--- config.mk ---
export PLATFORM = sky130hd
export DESIGN_NAME = pcie_dma_fabric_bridge
export DESIGN_NICKNAME = d
export VERILOG_FILES = /design/src/logic/bridge_pkg.sv /design/src/logic/pcie_dma_fabric_bridge.sv /design/src/logic/skid_buf2.sv /design/src/logic/wrap_to_incr.sv
export SDC_FILE = /design/constraint.sdc
export NUM_CORES = 1
export LEC_CHECK = 0
export ABC_AREA = 0
export BUFFER_PORTS_ARGS = -buffer_cell sky130_fd_sc_hd__buf_2
export CAP_MARGIN = 20
export CORE_MARGIN = 2
export CORE_UTILIZATION = 30
export DETAILED_ROUTE_END_ITERATION = 12
export PLACE_DENSITY = 0.45
export SLEW_MARGIN = 20
export SYNTH_ARGS = -nofsm -noshare
export SYNTH_HDL_FRONTEND = slang
export SYNTH_SLANG_ARGS = --single-unit
--- constraint.sdc ---
create_clock -name MCLK_I -period 8.1 [get_ports MCLK_I]
set_input_delay 2.43 -clock MCLK_I [delete_from_list [all_inputs] [get_ports MCLK_I]]
set_output_delay 2.43 -clock MCLK_I [all_outputs]
set_load 0.02 [all_outputs]
--- src/logic/bridge_pkg.sv ---
// Notes on behaviour
// - Wrap read bursts become incrementing bursts.
// - Writes and wrap or incrementing reads reach the core as incrementing bursts; other read burst types pass unchanged.
// - DMA read misses fetch one 32-byte burst.
// - Returned data fills buffer, completes DMA read.
// - DMA write data collects in 32-byte buffer.
// - Full write buffer issues one 32-byte burst.
// - Transfer runs until programmed length moved.
// - Window zero maps onto general-purpose I/O.
// - Window one maps onto embedded SRAM.
// - Outbound window maps local to host addresses.
// - Both regions are 32-bit memory space.
// - Lines 0-7 drive LEDs, 8-11 read switches.
// - Interface and processor clocks are 166 MHz.
// - Link is revision 2.0, four lanes, Gen2.
// - Timer counts cycles from start to completion.
// - Each button press sends one host interrupt.
// - Host can write and read scratchpad.
// - Scratchpad is 32 bits, in region one.
package bridge_pkg;
  localparam int DW = 32;
  localparam int AW = 32;
  localparam int OFF_W = 16;
  localparam int BEATS = 8;
  localparam int IDX_W = 3;
  localparam int ALIGN_BITS = 5;
  localparam int LINE_BYTES = 32;
  localparam logic [1:0] BURST_INCR = 2'h1;
  localparam logic [1:0] BURST_WRAP = 2'h2;
  localparam logic [2:0] SIZE_WORD = 3'h2;
  localparam logic [7:0] LEN_LINE = 8'h07;
  localparam logic [3:0] STRB_ALL = 4'hf;
  localparam logic [IDX_W-1:0] LAST_IDX = 3'h7;
  localparam logic [BEATS-1:0] MASK_FULL = 8'hff;
  localparam int OUT_WIN_BITS = 20;
  localparam logic [AW-1:0] SRAM_BASE = 32'h2000_0000;
  localparam logic [OFF_W-1:0] GPIO_OUT_OFF = 16'h0000;
  localparam logic [OFF_W-1:0] GPIO_IN_OFF = 16'h0004;
  localparam logic [OFF_W-1:0] SCRATCH_OFF = 16'hfffc;
  localparam logic WIN0_EN = 1'b1;
  localparam logic WIN1_EN = 1'b1;
  localparam logic OUT_WIN0_EN = 1'b1;
  localparam int LED_W = 8;
  localparam int DIP_W = 4;
  localparam logic [DW-1:0] SCRATCH_RST = 32'h0000_0000;
  localparam logic [3:0] BAR_MEM32 = 4'h0;
  localparam logic [2:0] LINK_LANES = 3'h4;
  localparam logic [1:0] LINK_GEN2 = 2'h2;
  localparam logic [7:0] CORE_CLK_MHZ = 8'ha6;
  localparam logic [AW-1:0] BYTES_PER_BURST = 32'h0000_0020;
  typedef enum logic [2:0] {
    S_IDLE = 3'b000,
    S_RA = 3'b001,
    S_RD = 3'b010,
    S_WA = 3'b011,
    S_WD = 3'b100,
    S_WB = 3'b101
  } bst_t;
endpackage

--- src/logic/pcie_dma_fabric_bridge.sv ---
module pcie_dma_fabric_bridge (
  input wire logic MCLK_I, // Clock.
  input wire logic RST_I, // Synchronous reset, high.
  input wire logic [bridge_pkg::AW-1:0] HADDR_I, // DMA address.
  input wire logic [1:0] HTRANS_I, // DMA transfer type.
  input wire logic HWRITE_I, // DMA write.
  input wire logic [bridge_pkg::DW-1:0] HWDATA_I, // DMA write data.
  output logic HREADY_O, // Data phase done.
  output logic [bridge_pkg::DW-1:0] HRDATA_O, // DMA read data.
  input wire logic [1:0] RD_BURST_I, // Read burst type of fabric port.
  input wire logic [bridge_pkg::AW-1:0] HOST_BASE_I, // Host window base.
  output logic ARVALID_O, // Read address valid.
  input wire logic ARREADY_I, // Read address ready.
  output logic [bridge_pkg::AW-1:0] ARADDR_O, // Read address.
  output logic [7:0] ARLEN_O, // Read length.
  output logic [2:0] ARSIZE_O, // Read size.
  output logic [1:0] ARBURST_O, // Read burst type.
  input wire logic RVALID_I, // Read data valid.
  output logic RREADY_O, // Read data ready.
  input wire logic [bridge_pkg::DW-1:0] RDATA_I, // Read data.
  input wire logic RLAST_I, // Last read beat.
  output logic AWVALID_O, // Write address valid.
  input wire logic AWREADY_I, // Write address ready.
  output logic [bridge_pkg::AW-1:0] AWADDR_O, // Write address.
  output logic [7:0] AWLEN_O, // Write length.
  output logic [2:0] AWSIZE_O, // Write size.
  output logic [1:0] AWBURST_O, // Write burst type.
  output logic WVALID_O, // Write data valid.
  input wire logic WREADY_I, // Write data ready.
  output logic [bridge_pkg::DW-1:0] WDATA_O, // Write data.
  output logic [3:0] WSTRB_O, // Write strobes.
  output logic WLAST_O, // Last write beat.
  input wire logic BVALID_I, // Write response valid.
  output logic BREADY_O, // Write response ready.
  input wire logic IN_VALID_I, // Inbound access.
  input wire logic IN_BAR_I, // Region: 0 I/O, 1 SRAM.
  input wire logic IN_WRITE_I, // Inbound write.
  input wire logic [bridge_pkg::OFF_W-1:0] IN_OFFSET_I, // Region offset.
  input wire logic [bridge_pkg::DW-1:0] IN_WDATA_I, // Inbound data.
  output logic IN_READY_O, // Inbound access taken.
  output logic IN_RVALID_O, // Inbound done.
  output logic [bridge_pkg::DW-1:0] IN_RDATA_O, // Inbound read data.
  output logic SRAM_REQ_O, // SRAM access.
  output logic SRAM_WE_O, // SRAM write.
  output logic [bridge_pkg::AW-1:0] SRAM_ADDR_O, // SRAM address.
  output logic [bridge_pkg::DW-1:0] SRAM_WDATA_O, // SRAM write data.
  input wire logic SRAM_ACK_I, // SRAM done.
  input wire logic [bridge_pkg::DW-1:0] SRAM_RDATA_I, // SRAM read data.
  output logic [bridge_pkg::LED_W-1:0] LED_O, // LED lines.
  input wire logic [bridge_pkg::DIP_W-1:0] DIP_I, // Switch lines.
  input wire logic BTN_I, // Push button, high when pressed.
  output logic HOST_IRQ_O, // Interrupt pulse to host.
  input wire logic DMA_START_I, // Start pulse.
  input wire logic [bridge_pkg::AW-1:0] XFER_LEN_I, // Transfer bytes.
  output logic DMA_DONE_O, // Done pulse.
  output logic [bridge_pkg::AW-1:0] CYCLES_O, // Cycle count.
  output logic [3:0] CFG_BAR_TYPE_O, // Region type.
  output logic [2:0] CFG_LANES_O, // Lane count.
  output logic [1:0] CFG_GEN_O, // Link rate.
  output logic [7:0] CFG_CLK_MHZ_O // Core clock rate.
);
  import bridge_pkg::*;

  bst_t st_q;
  logic [AW-1:0] a_addr_q;
  logic a_write_q;
  logic a_pend_q;
  logic [DW-1:0] rbuf_q [BEATS];
  logic [AW-1:ALIGN_BITS] rtag_q;
  logic rvalid_q;
  logic [DW-1:0] wbuf_q [BEATS];
  logic [BEATS-1:0] wmask_q;
  logic [AW-1:ALIGN_BITS] wtag_q;
  logic [IDX_W-1:0] beat_q;
  logic hit;
  logic rd_stall;
  logic [AW-1:0] cv_addr;
  logic [1:0] cv_burst;
  logic [7:0] cv_len;
  logic [2:0] cv_size;
  logic cv_mis;
  logic sk_valid;
  logic sk_ready;
  logic [DW:0] sk_data;
  logic ah_take;

  wrap_to_incr u_conv (
    .addr_i(a_addr_q),
    .burst_i(RD_BURST_I),
    .len_i(LEN_LINE),
    .size_i(SIZE_WORD),
    .addr_o(cv_addr),
    .burst_o(cv_burst),
    .len_o(cv_len),
    .size_o(cv_size),
    .misalign_o(cv_mis)
  );

  skid_buf2 #(.W(DW + 1)) u_rbuf (
    .clk_i(MCLK_I),
    .rst_i(RST_I),
    .in_valid_i(RVALID_I),
    .in_ready_o(RREADY_O),
    .in_data_i({RLAST_I, RDATA_I}),
    .out_valid_o(sk_valid),
    .out_ready_i(sk_ready),
    .out_data_o(sk_data)
  );

  // The line buffer drains the skid entries only while a fetch is open.
  assign sk_ready = (st_q == S_RD);
  assign hit = rvalid_q && (rtag_q == a_addr_q[AW-1:ALIGN_BITS]);
  assign rd_stall = a_pend_q && !a_write_q && !hit;
  assign HREADY_O = (st_q == S_IDLE) && !rd_stall;
  assign HRDATA_O = rbuf_q[a_addr_q[ALIGN_BITS-1:2]];
  assign ah_take = HTRANS_I[1] && HREADY_O;

  always_ff @(posedge MCLK_I) begin
    if (RST_I) begin
      a_pend_q <= 1'b0;
      a_write_q <= 1'b0;
      a_addr_q <= '0;
    end else if (HREADY_O) begin
      a_pend_q <= HTRANS_I[1];
      a_write_q <= HWRITE_I;
      a_addr_q <= HADDR_I;
    end
  end

  always_ff @(posedge MCLK_I) begin
    if (RST_I) begin
      st_q <= S_IDLE;
    end else begin
      unique case (st_q)
        S_IDLE: begin
          if (rd_stall) begin
            st_q <= S_RA;
          end else if (a_pend_q && a_write_q &&
                       ((wmask_q | (8'h01 << a_addr_q[ALIGN_BITS-1:2])) == MASK_FULL)) begin
            st_q <= S_WA;
          end
        end
        S_RA: if (ARREADY_I) st_q <= S_RD;
        S_RD: if (sk_valid && sk_data[DW]) st_q <= S_IDLE;
        S_WA: if (AWREADY_I) st_q <= S_WD;
        S_WD: if (WREADY_I && beat_q == LAST_IDX) st_q <= S_WB;
        S_WB: if (BVALID_I) st_q <= S_IDLE;
        default: st_q <= S_IDLE;
      endcase
    end
  end

  always_ff @(posedge MCLK_I) begin
    if (RST_I) begin
      beat_q <= '0;
    end else if ((st_q == S_RD && sk_valid) || (st_q == S_WD && WREADY_I)) begin
      beat_q <= beat_q + 3'h1;
    end else if (st_q == S_IDLE) begin
      beat_q <= '0;
    end
  end

  always_ff @(posedge MCLK_I) begin
    if (st_q == S_RD && sk_valid) begin
      rbuf_q[beat_q] <= sk_data[DW-1:0];
    end
  end

  always_ff @(posedge MCLK_I) begin
    if (RST_I) begin
      rvalid_q <= 1'b0;
      rtag_q <= '0;
    end else if (st_q == S_RA) begin
      rvalid_q <= 1'b0;
      rtag_q <= a_addr_q[AW-1:ALIGN_BITS];
    end else if (st_q == S_RD && sk_valid && sk_data[DW]) begin
      rvalid_q <= 1'b1;
    end else if (st_q == S_IDLE && a_pend_q && a_write_q) begin
      rvalid_q <= 1'b0;
    end
  end

  always_ff @(posedge MCLK_I) begin
    if (st_q == S_IDLE && a_pend_q && a_write_q) begin
      wbuf_q[a_addr_q[ALIGN_BITS-1:2]] <= HWDATA_I;
    end
  end

  always_ff @(posedge MCLK_I) begin
    if (RST_I) begin
      wmask_q <= '0;
      wtag_q <= '0;
    end else if (st_q == S_WB && BVALID_I) begin
      wmask_q <= '0;
    end else if (st_q == S_IDLE && a_pend_q && a_write_q) begin
      wmask_q <= wmask_q | (8'h01 << a_addr_q[ALIGN_BITS-1:2]);
      wtag_q <= a_addr_q[AW-1:ALIGN_BITS];
    end
  end

  assign ARVALID_O = (st_q == S_RA);
  assign ARADDR_O = {HOST_BASE_I[AW-1:OUT_WIN_BITS] & {(AW-OUT_WIN_BITS){OUT_WIN0_EN}},
                     cv_addr[OUT_WIN_BITS-1:0]};
  assign ARLEN_O = cv_len;
  assign ARSIZE_O = cv_size;
  assign ARBURST_O = cv_burst;
  assign AWVALID_O = (st_q == S_WA);
  assign AWADDR_O = {HOST_BASE_I[AW-1:OUT_WIN_BITS] & {(AW-OUT_WIN_BITS){OUT_WIN0_EN}},
                     wtag_q[OUT_WIN_BITS-1:ALIGN_BITS], {ALIGN_BITS{1'b0}}};
  assign AWLEN_O = LEN_LINE;
  assign AWSIZE_O = SIZE_WORD;
  assign AWBURST_O = BURST_INCR;
  assign WVALID_O = (st_q == S_WD);
  assign WDATA_O = wbuf_q[beat_q];
  assign WSTRB_O = STRB_ALL;
  assign WLAST_O = (beat_q == LAST_IDX);
  assign BREADY_O = (st_q == S_WB);

  logic busy_q;
  logic done_q;
  logic [AW-1:0] moved_q;
  logic [AW-1:0] cyc_q;
  logic burst_end;
  assign burst_end = (st_q == S_RD && sk_valid && sk_data[DW]) || (st_q == S_WB && BVALID_I);

  always_ff @(posedge MCLK_I) begin
    if (RST_I) begin
      busy_q <= 1'b0;
      moved_q <= '0;
      cyc_q <= '0;
      done_q <= 1'b0;
    end else if (DMA_START_I) begin
      busy_q <= 1'b1;
      moved_q <= '0;
      cyc_q <= '0;
      done_q <= 1'b0;
    end else begin
      done_q <= 1'b0;
      if (busy_q) begin
        cyc_q <= cyc_q + 32'h1;
        if (burst_end) begin
          moved_q <= moved_q + BYTES_PER_BURST;
          if (moved_q + BYTES_PER_BURST >= XFER_LEN_I) begin
            busy_q <= 1'b0;
            done_q <= 1'b1;
          end
        end
      end
    end
  end
  assign DMA_DONE_O = done_q;
  assign CYCLES_O = cyc_q;

  logic [DIP_W-1:0] dip_m_q;
  logic [DIP_W-1:0] dip_s_q;
  logic btn_m_q;
  logic btn_s_q;
  logic btn_d_q;
  logic irq_q;
  always_ff @(posedge MCLK_I) begin
    if (RST_I) begin
      dip_m_q <= '0;
      dip_s_q <= '0;
      btn_m_q <= 1'b0;
      btn_s_q <= 1'b0;
      btn_d_q <= 1'b0;
      irq_q <= 1'b0;
    end else begin
      dip_m_q <= DIP_I;
      dip_s_q <= dip_m_q;
      btn_m_q <= BTN_I;
      btn_s_q <= btn_m_q;
      btn_d_q <= btn_s_q;
      irq_q <= btn_s_q && !btn_d_q;
    end
  end
  assign HOST_IRQ_O = irq_q;

  logic [LED_W-1:0] led_q;
  logic [DW-1:0] scratch_q;
  logic [DW-1:0] in_rd_q;
  logic in_rv_q;
  logic sram_busy_q;
  logic [AW-1:0] sram_addr_q;
  logic sram_we_q;
  logic [DW-1:0] sram_wd_q;
  logic in_take;
  logic to_sram;
  assign to_sram = IN_BAR_I && (IN_OFFSET_I != SCRATCH_OFF) && WIN1_EN;
  assign IN_READY_O = !sram_busy_q;
  assign in_take = IN_VALID_I && IN_READY_O;

  always_ff @(posedge MCLK_I) begin
    if (RST_I) begin
      led_q <= '0;
      scratch_q <= SCRATCH_RST;
      in_rd_q <= '0;
      in_rv_q <= 1'b0;
      sram_busy_q <= 1'b0;
      sram_addr_q <= '0;
      sram_we_q <= 1'b0;
      sram_wd_q <= '0;
    end else begin
      in_rv_q <= 1'b0;
      if (sram_busy_q && SRAM_ACK_I) begin
        sram_busy_q <= 1'b0;
        in_rv_q <= 1'b1;
        in_rd_q <= sram_we_q ? '0 : SRAM_RDATA_I;
      end else if (in_take && to_sram) begin
        sram_busy_q <= 1'b1;
        sram_addr_q <= SRAM_BASE + {{(AW-OFF_W){1'b0}}, IN_OFFSET_I};
        sram_we_q <= IN_WRITE_I;
        sram_wd_q <= IN_WDATA_I;
      end else if (in_take) begin
        in_rv_q <= 1'b1;
        in_rd_q <= '0;
        if (!IN_BAR_I && WIN0_EN) begin
          if (IN_WRITE_I && IN_OFFSET_I == GPIO_OUT_OFF) begin
            led_q <= IN_WDATA_I[LED_W-1:0];
          end
          if (!IN_WRITE_I && IN_OFFSET_I == GPIO_OUT_OFF) begin
            in_rd_q <= {{(DW-LED_W){1'b0}}, led_q};
          end
          if (!IN_WRITE_I && IN_OFFSET_I == GPIO_IN_OFF) begin
            in_rd_q <= {{(DW-DIP_W){1'b0}}, dip_s_q};
          end
        end else if (IN_BAR_I) begin
          if (IN_WRITE_I) begin
            scratch_q <= IN_WDATA_I;
          end else begin
            in_rd_q <= scratch_q;
          end
        end
      end
    end
  end
  assign IN_RVALID_O = in_rv_q;
  assign IN_RDATA_O = in_rd_q;
  assign LED_O = led_q;
  assign SRAM_REQ_O = sram_busy_q;
  assign SRAM_WE_O = sram_we_q;
  assign SRAM_ADDR_O = sram_addr_q;
  assign SRAM_WDATA_O = sram_wd_q;
  assign CFG_BAR_TYPE_O = BAR_MEM32;
  assign CFG_LANES_O = LINK_LANES;
  assign CFG_GEN_O = LINK_GEN2;
  assign CFG_CLK_MHZ_O = CORE_CLK_MHZ;
endmodule

--- src/logic/skid_buf2.sv ---
module skid_buf2
  import bridge_pkg::*;
#(
  parameter int W = 33
) (
  input wire logic clk_i, // Clock.
  input wire logic rst_i, // Synchronous reset.
  input wire logic in_valid_i, // Word offered.
  output logic in_ready_o, // Room for a word.
  input wire logic [W-1:0] in_data_i, // Word in.
  output logic out_valid_o, // Word available.
  input wire logic out_ready_i, // Drain takes word.
  output logic [W-1:0] out_data_o // Oldest word.
);
  logic [W-1:0] mem_q [2];
  logic wp_q;
  logic rp_q;
  logic [1:0] cnt_q;
  logic push;
  logic pop;
  assign in_ready_o = (cnt_q != 2'h2);
  assign out_valid_o = (cnt_q != 2'h0);
  assign out_data_o = mem_q[rp_q];
  assign push = in_valid_i && in_ready_o;
  assign pop = out_valid_o && out_ready_i;
  always_ff @(posedge clk_i) begin
    if (push) begin
      mem_q[wp_q] <= in_data_i;
    end
  end
  always_ff @(posedge clk_i) begin
    if (rst_i) begin
      wp_q <= 1'b0;
      rp_q <= 1'b0;
      cnt_q <= 2'h0;
    end else begin
      wp_q <= wp_q ^ push;
      rp_q <= rp_q ^ pop;
      cnt_q <= cnt_q + {1'b0, push} - {1'b0, pop};
    end
  end
endmodule

--- src/logic/wrap_to_incr.sv ---
module wrap_to_incr
  import bridge_pkg::*;
(
  input wire logic [AW-1:0] addr_i, // Burst start address.
  input wire logic [1:0] burst_i, // Burst type from the requester.
  input wire logic [7:0] len_i, // Beat count minus one.
  input wire logic [2:0] size_i, // Beat size code.
  output logic [AW-1:0] addr_o, // Aligned start address.
  output logic [1:0] burst_o, // Incrementing for a wrap input, else burst_i unchanged.
  output logic [7:0] len_o, // Unchanged beat count.
  output logic [2:0] size_o, // Unchanged beat size.
  output logic misalign_o // Start not on a line boundary.
);
  always_comb begin
    addr_o = {addr_i[AW-1:ALIGN_BITS], {ALIGN_BITS{1'b0}}};
    burst_o = (burst_i == BURST_WRAP) ? BURST_INCR : burst_i;
    len_o = len_i;
    size_o = size_i;
    misalign_o = |addr_i[ALIGN_BITS-1:0];
  end
endmodule
# ---- Yosys cells after proc, flatten, opt, wreduce, memory -nomap -nowiden
# Memory sizes are Yosys's and may differ from the RTL's. A register that Yosys moved wholly into a read port is not among the register bits.
# Cells that the tools add are included.
dict set report classes {
  n_addsub 6
  magnitude_cmp 1
  n_eq_ne 19
  shift 1
  mux 40
  bitwise_logic 9
  reduce_logical 49
}
# op count
set ops {}
lappend ops {{two-way mux 32 bit} 7}
lappend ops {{two-way mux 3 bit} 13}
lappend ops {{adder 32 x 1 -> 32 bit (second input constant)} 1}
lappend ops {{adder 32 x 6 -> 32 bit (second input constant)} 1}
lappend ops {{>= comparator 32 bit} 1}
lappend ops {{adder 30 x 16 -> 31 bit (first input constant)} 1}
lappend ops {{== test 27 bit} 1}
lappend ops {{logical AND 1 bit} 23}
lappend ops {{one-hot mux 3 bit (6 select lines)} 1}
lappend ops {{two-way mux 1 bit} 17}
lappend ops {{== test 16 x 3 -> 1 bit (second input constant)} 1}
lappend ops {{logical NOT 16 bit} 1}
lappend ops {{!= test 16 bit (second input constant)} 1}
lappend ops {{AND reduction 5 bit} 2}
lappend ops {{== test 3 bit (second input constant)} 3}
lappend ops {{== test 8 bit (second input constant)} 1}
lappend ops {{two-way mux 8 bit} 1}
lappend ops {{!= test 2 bit (second input constant)} 4}
lappend ops {{bitwise OR 8 bit} 1}
lappend ops {{AND reduction 2 bit} 4}
lappend ops {{nonzero test 2 bit} 4}
lappend ops {{OR reduction 2 bit} 4}
lappend ops {{left shift 1 x 3 -> 8 bit (first input constant)} 1}
lappend ops {{== test 3 x 2 -> 1 bit (second input constant)} 2}
lappend ops {{other kinds (15)} 29}
dict set report word_totals {
  ff_bits 312
  ramBits 578
  input_bits 263
  output_inout_bits 324
  word_cells 158
  mem_count 3
}
# memory words width rd rd_ports_with_merged_regs write_ports line
set memory_table {}
lappend memory_table {rbuf_q 8 32 1 1 1 pcie_dma_fabric_bridge.sv:68} ;# logic [DW-1:0] rbuf_q [BEATS];
lappend memory_table {wbuf_q 8 32 1 1 1 pcie_dma_fabric_bridge.sv:71} ;# logic [DW-1:0] wbuf_q [BEATS];
lappend memory_table {u_rbuf.mem_q 2 33 1 1 1 skid_buf2.sv:15} ;# logic [W-1:0] mem_q [2];

# ---- Depth between registers and ports, before layout
dict set report logic_depth {
  depth_word 8
  ltp_mapped 15
  ltp_nobuf 15
}

# ---- Hierarchy
# From an unflattened synthesis, not the netlist that was laid out.
dict set report unflattened {
  hier_cells 2473
  area_unflattened_um2 35385.2
}
# module n_inst cells_each area_each_um2 seq_area_each_um2
set by_module_without_submodules {}
lappend by_module_without_submodules {pcie_dma_fabric_bridge 1 2294 32426.1 21260.4}
lappend by_module_without_submodules {skid_buf2 1 130 2607.5 2062.0}
lappend by_module_without_submodules {wrap_to_incr 1 49 351.6 0.0}

# ---- Least setup slack after synthesis
# OpenSTA, ideal clock, no wires.
dict set report synth_path {
  kind {in2out}
  start {input port RD_BURST_I[1]}
  end {output port ARBURST_O[0]}
  t_arrival_ps 2767
  t_required_ps 5670
  slack_ps 2903
  cell_stages 1
  n_path_buf 0
  cell_sequence {or2_2}
}
dict set report synth_between {
  elab_chain_len 2
}
# element line
set synth_rtl {}
lappend synth_rtl {{from (decl)} pcie_dma_fabric_bridge.sv:10} ;# input wire logic [1:0] RD_BURST_I,
lappend synth_rtl {{== test 2 bit} wrap_to_incr.sv:16} ;# burst_o = (burst_i == BURST_WRAP) ? BURST_INCR : burst_i;
lappend synth_rtl {{two-way mux 2 bit} wrap_to_incr.sv:16}
lappend synth_rtl {{to (decl)} pcie_dma_fabric_bridge.sv:17} ;# output logic [1:0] ARBURST_O,
# No other way between the ends.

==> reports/metrics.csv <==
metric,value,unit
slowest_stage,dfxtp_4,
cp-end-kind,primary output,
ys_warn_count,0,
utilization,35.9,%
io_pins,587,
root_buffer,clkbuf_16,
drive_gt1_share,30.4,%
grt_max_degree,163,
placed_cells,4282,
placementRows,125,
die_h,346,um
grt_overflow,0,
final_cell_mix,"edfxtp_1, buf_2, dfxtp_1, nand2_1, nor2_1",
fmax,0.174,GHz
syn_inst,2436,
synthToLayoutAreaGrowth,18.8,%
worstPathMaxFanout,38,
power.total,11.5,mW
setup_viol,0,
cts-hold-fix-buffers,0,
relSlewSlack,27.3,%
numCtsBuffers,97,
die_area,120000,um^2
place_ws,2.30,ns
drt-pass1-iter-count,8,
critPathArrivalTime,3.31,ns
hold_violations,0,
hold_path.class,flop to flop,
rsz0062_at_grt,false,
ys_async_sr_fraction,0,%
path_class,flop to primary output,
worstHoldStart,btn_d_q,
gp_congestion,0.807,
ff2ff_setup_slack,3.92,ns
grt_pass1_vias,21737,
antenna_found_initial,33,
viasPerCell,4.68,
worst_pin_slew,1.09,ns
reg2reg_to,DMA_DONE_O,
dr_total_vias,20888,
setup_tns,0,ns
final_cells,4463,
synth_area,35100,um^2
wl,92.7,mm
clockBufferDepth,3,
core,116000,um^2
ir_drop,0.177,mV
min_to,HOST_IRQ_O,
final_nets,3156,
initial_core_util,30.2,%
antenna_left,0,
r2r_start,moved_q[5],
slew_violations,0,
maxCapViolCount,0,
htreeDepth,3,
clk_pin_slew_worst_paths,0.06,ns
avgSynthCellArea,14.4,um^2
yosysUniqueCellTypes,59,
start_kind,flop,
worst_path_largest_cell_delay,0.86,ns
period_needed,5.74,ns
leakagePower,15.2,nW
die_w,346,um
postCtsSetupBuffers,0,
dp_hpwl,57.6,mm
wl_per_cell,20.8,um
min_path_cells,1,
portBuffers,457,
cp_cell_sequence,buf_4 -> mux4_2 -> mux2_2 -> buf_2,
grtUsageTotal,15.1,%
mostFrequentLayoutCell,edfxtp_1,
grt_pass1_wl,137,mm
reg2reg_depth,13,
status,"finished, final reports clean",
synth_enable_flop_cells,578,
ys_ff_latch,874,
worstSkewPairLatency,0.67,ns
cp.required,5.67,ns
cts.sink_count,874,
fin_skew,0.0190,ns
setup_ws,2.36,ns
drc,0,
finalCritPeriodShare,70.9,%
synth_ff_type,edfxtp_1,
drt_iter0_drc,1150,
seq_area_frac_synth,66.4,%
nFillCells,11261,
cts_tree,done,
power_density,277,nW/um^2
cts_resized,0,
-- flip-flops by register name, summed over array words and instances, names as in the netlist, 15 cells and up, named ones only --
| name | cells |
|---|---|
| scratch_q | 32 |
| wtag_q | 15 |
| rtag_q | 27 |
| CYCLES_O | 32 |
| SRAM_ADDR_O | 17 |
| wbuf_q | 256 |
| u_rbuf.mem_q | 66 |
| a_addr_q | 30 |
| rbuf_q | 256 |
| SRAM_WDATA_O | 32 |
| IN_RDATA_O | 32 |
| moved_q | 27 |
-- cells in the mapped netlist (2+ instances only) --
library cell	count	area, um^2
and3_1	11	68.8
inv_1	44	165
nor3_1	48	240
xnor2_1	59	517
a211oi_1	9	67.6
edfxtp_1	578	17400
and2_1	10	62.6
and4_1	4	35.0
a22o_1	2	17.5
a222oi_1	8	80.1
or3_1	16	100
a311oi_1	2	17.5
nor4_1	9	56.3
or2_2	2	12.5
nand3_1	30	150
buf_6	6	67.6
buf_4	110	826
nor2_1	192	721
nor2b_1	18	113
a21oi_1	118	591
dfxtp_1	296	5930
clkbuf_1	89	334
mux2_2	97	1090
conb_1	2	7.51
xor2_1	44	385
nand4_1	27	169
buf_1	7	26.3
nand2b_1	14	87.6
nand2_1	234	878
mux2i_1	74	741
or4_1	3	22.5
ha_1	35	438
buf_2	26	130
mux4_2	128	2880
o21ai_0	15	75.1
a221oi_1	26	228
o21a_1	10	75.1
a21o_1	11	82.6
nor3_2	2	20.0
-- how the worst max path moves through the flow --
stage | slack, ns | depth (start not counted) | end
floorplan | 2.90 | 1 | ARBURST_O[0]
global route | 2.06 | 4 | HRDATA_O[7]
global placement | 2.42 | 7 | scratch_q[0]
finish | 2.36 | 4 | HRDATA_O[7]
CTS | 2.19 | 4 | HRDATA_O[7]
detailed placement | 2.30 | 7 | scratch_q[0]
-- routing by layer --
metal  share of wire (%)  track usage [%]  wire length, um  vias to the layer above
li1                    -                -                -                     9648
met2                  49             25.6            45700                      536
met3                 6.6             4.53             6100                      184
met5                0.37                0              339                        -
met1                  42             18.5            38500                    10470
met4                 2.3             4.65             2090                       50
-- kinds of logic after synthesis --
logic type / share of synthesized area (%)
flops: 66.4
fa+ha+maj: 1.25
compound gates: 3.76
buf+inv: 4.43
xor+xnor: 2.57
simple gates: 8.10
other cells: 0.0214
mux: 13.5
-- metrics by stage --
step	area [um^2]	hold slack [ns]
2_1_floorplan	35300	0.367
3_3_place_gp	38500	0.379
6_report	41700	0.389
5_1_grt	41600	0.414
3_5_place_dp	38600	0.381
4_1_cts	41600	0.393
-- where the power goes --
group / total, mW / switching (mW) / internal, mW
clock network: 4.26 / 1.78 / 2.48
registers: 5.32 / 0.236 / 5.08
logic: 1.96 / 1.16 / 0.793
-- area by class of cell --
class	instances	area (um^2)	share of cell area [%]
antenna	6	15.0	0.0360
clock buffer	127	2650	6.35
clock inverter	47	427	1.02
inverter	45	169	0.405
multi-input combinational	1347	10600	25.4
sequential	874	23300	55.9
tap	1524	1910	4.58
timing repair buffer	493	2600	6.24
-- critical path: cells and delay by family (launching register included) --
| family | cells | cell delay [ns] |
|---|---|---|
| buf+inv | 2 | 0.80 |
| mux | 2 | 0.91 |
| flops | 1 | 0.86 |
No activity file was read; power rests on OpenSTA's default activity.
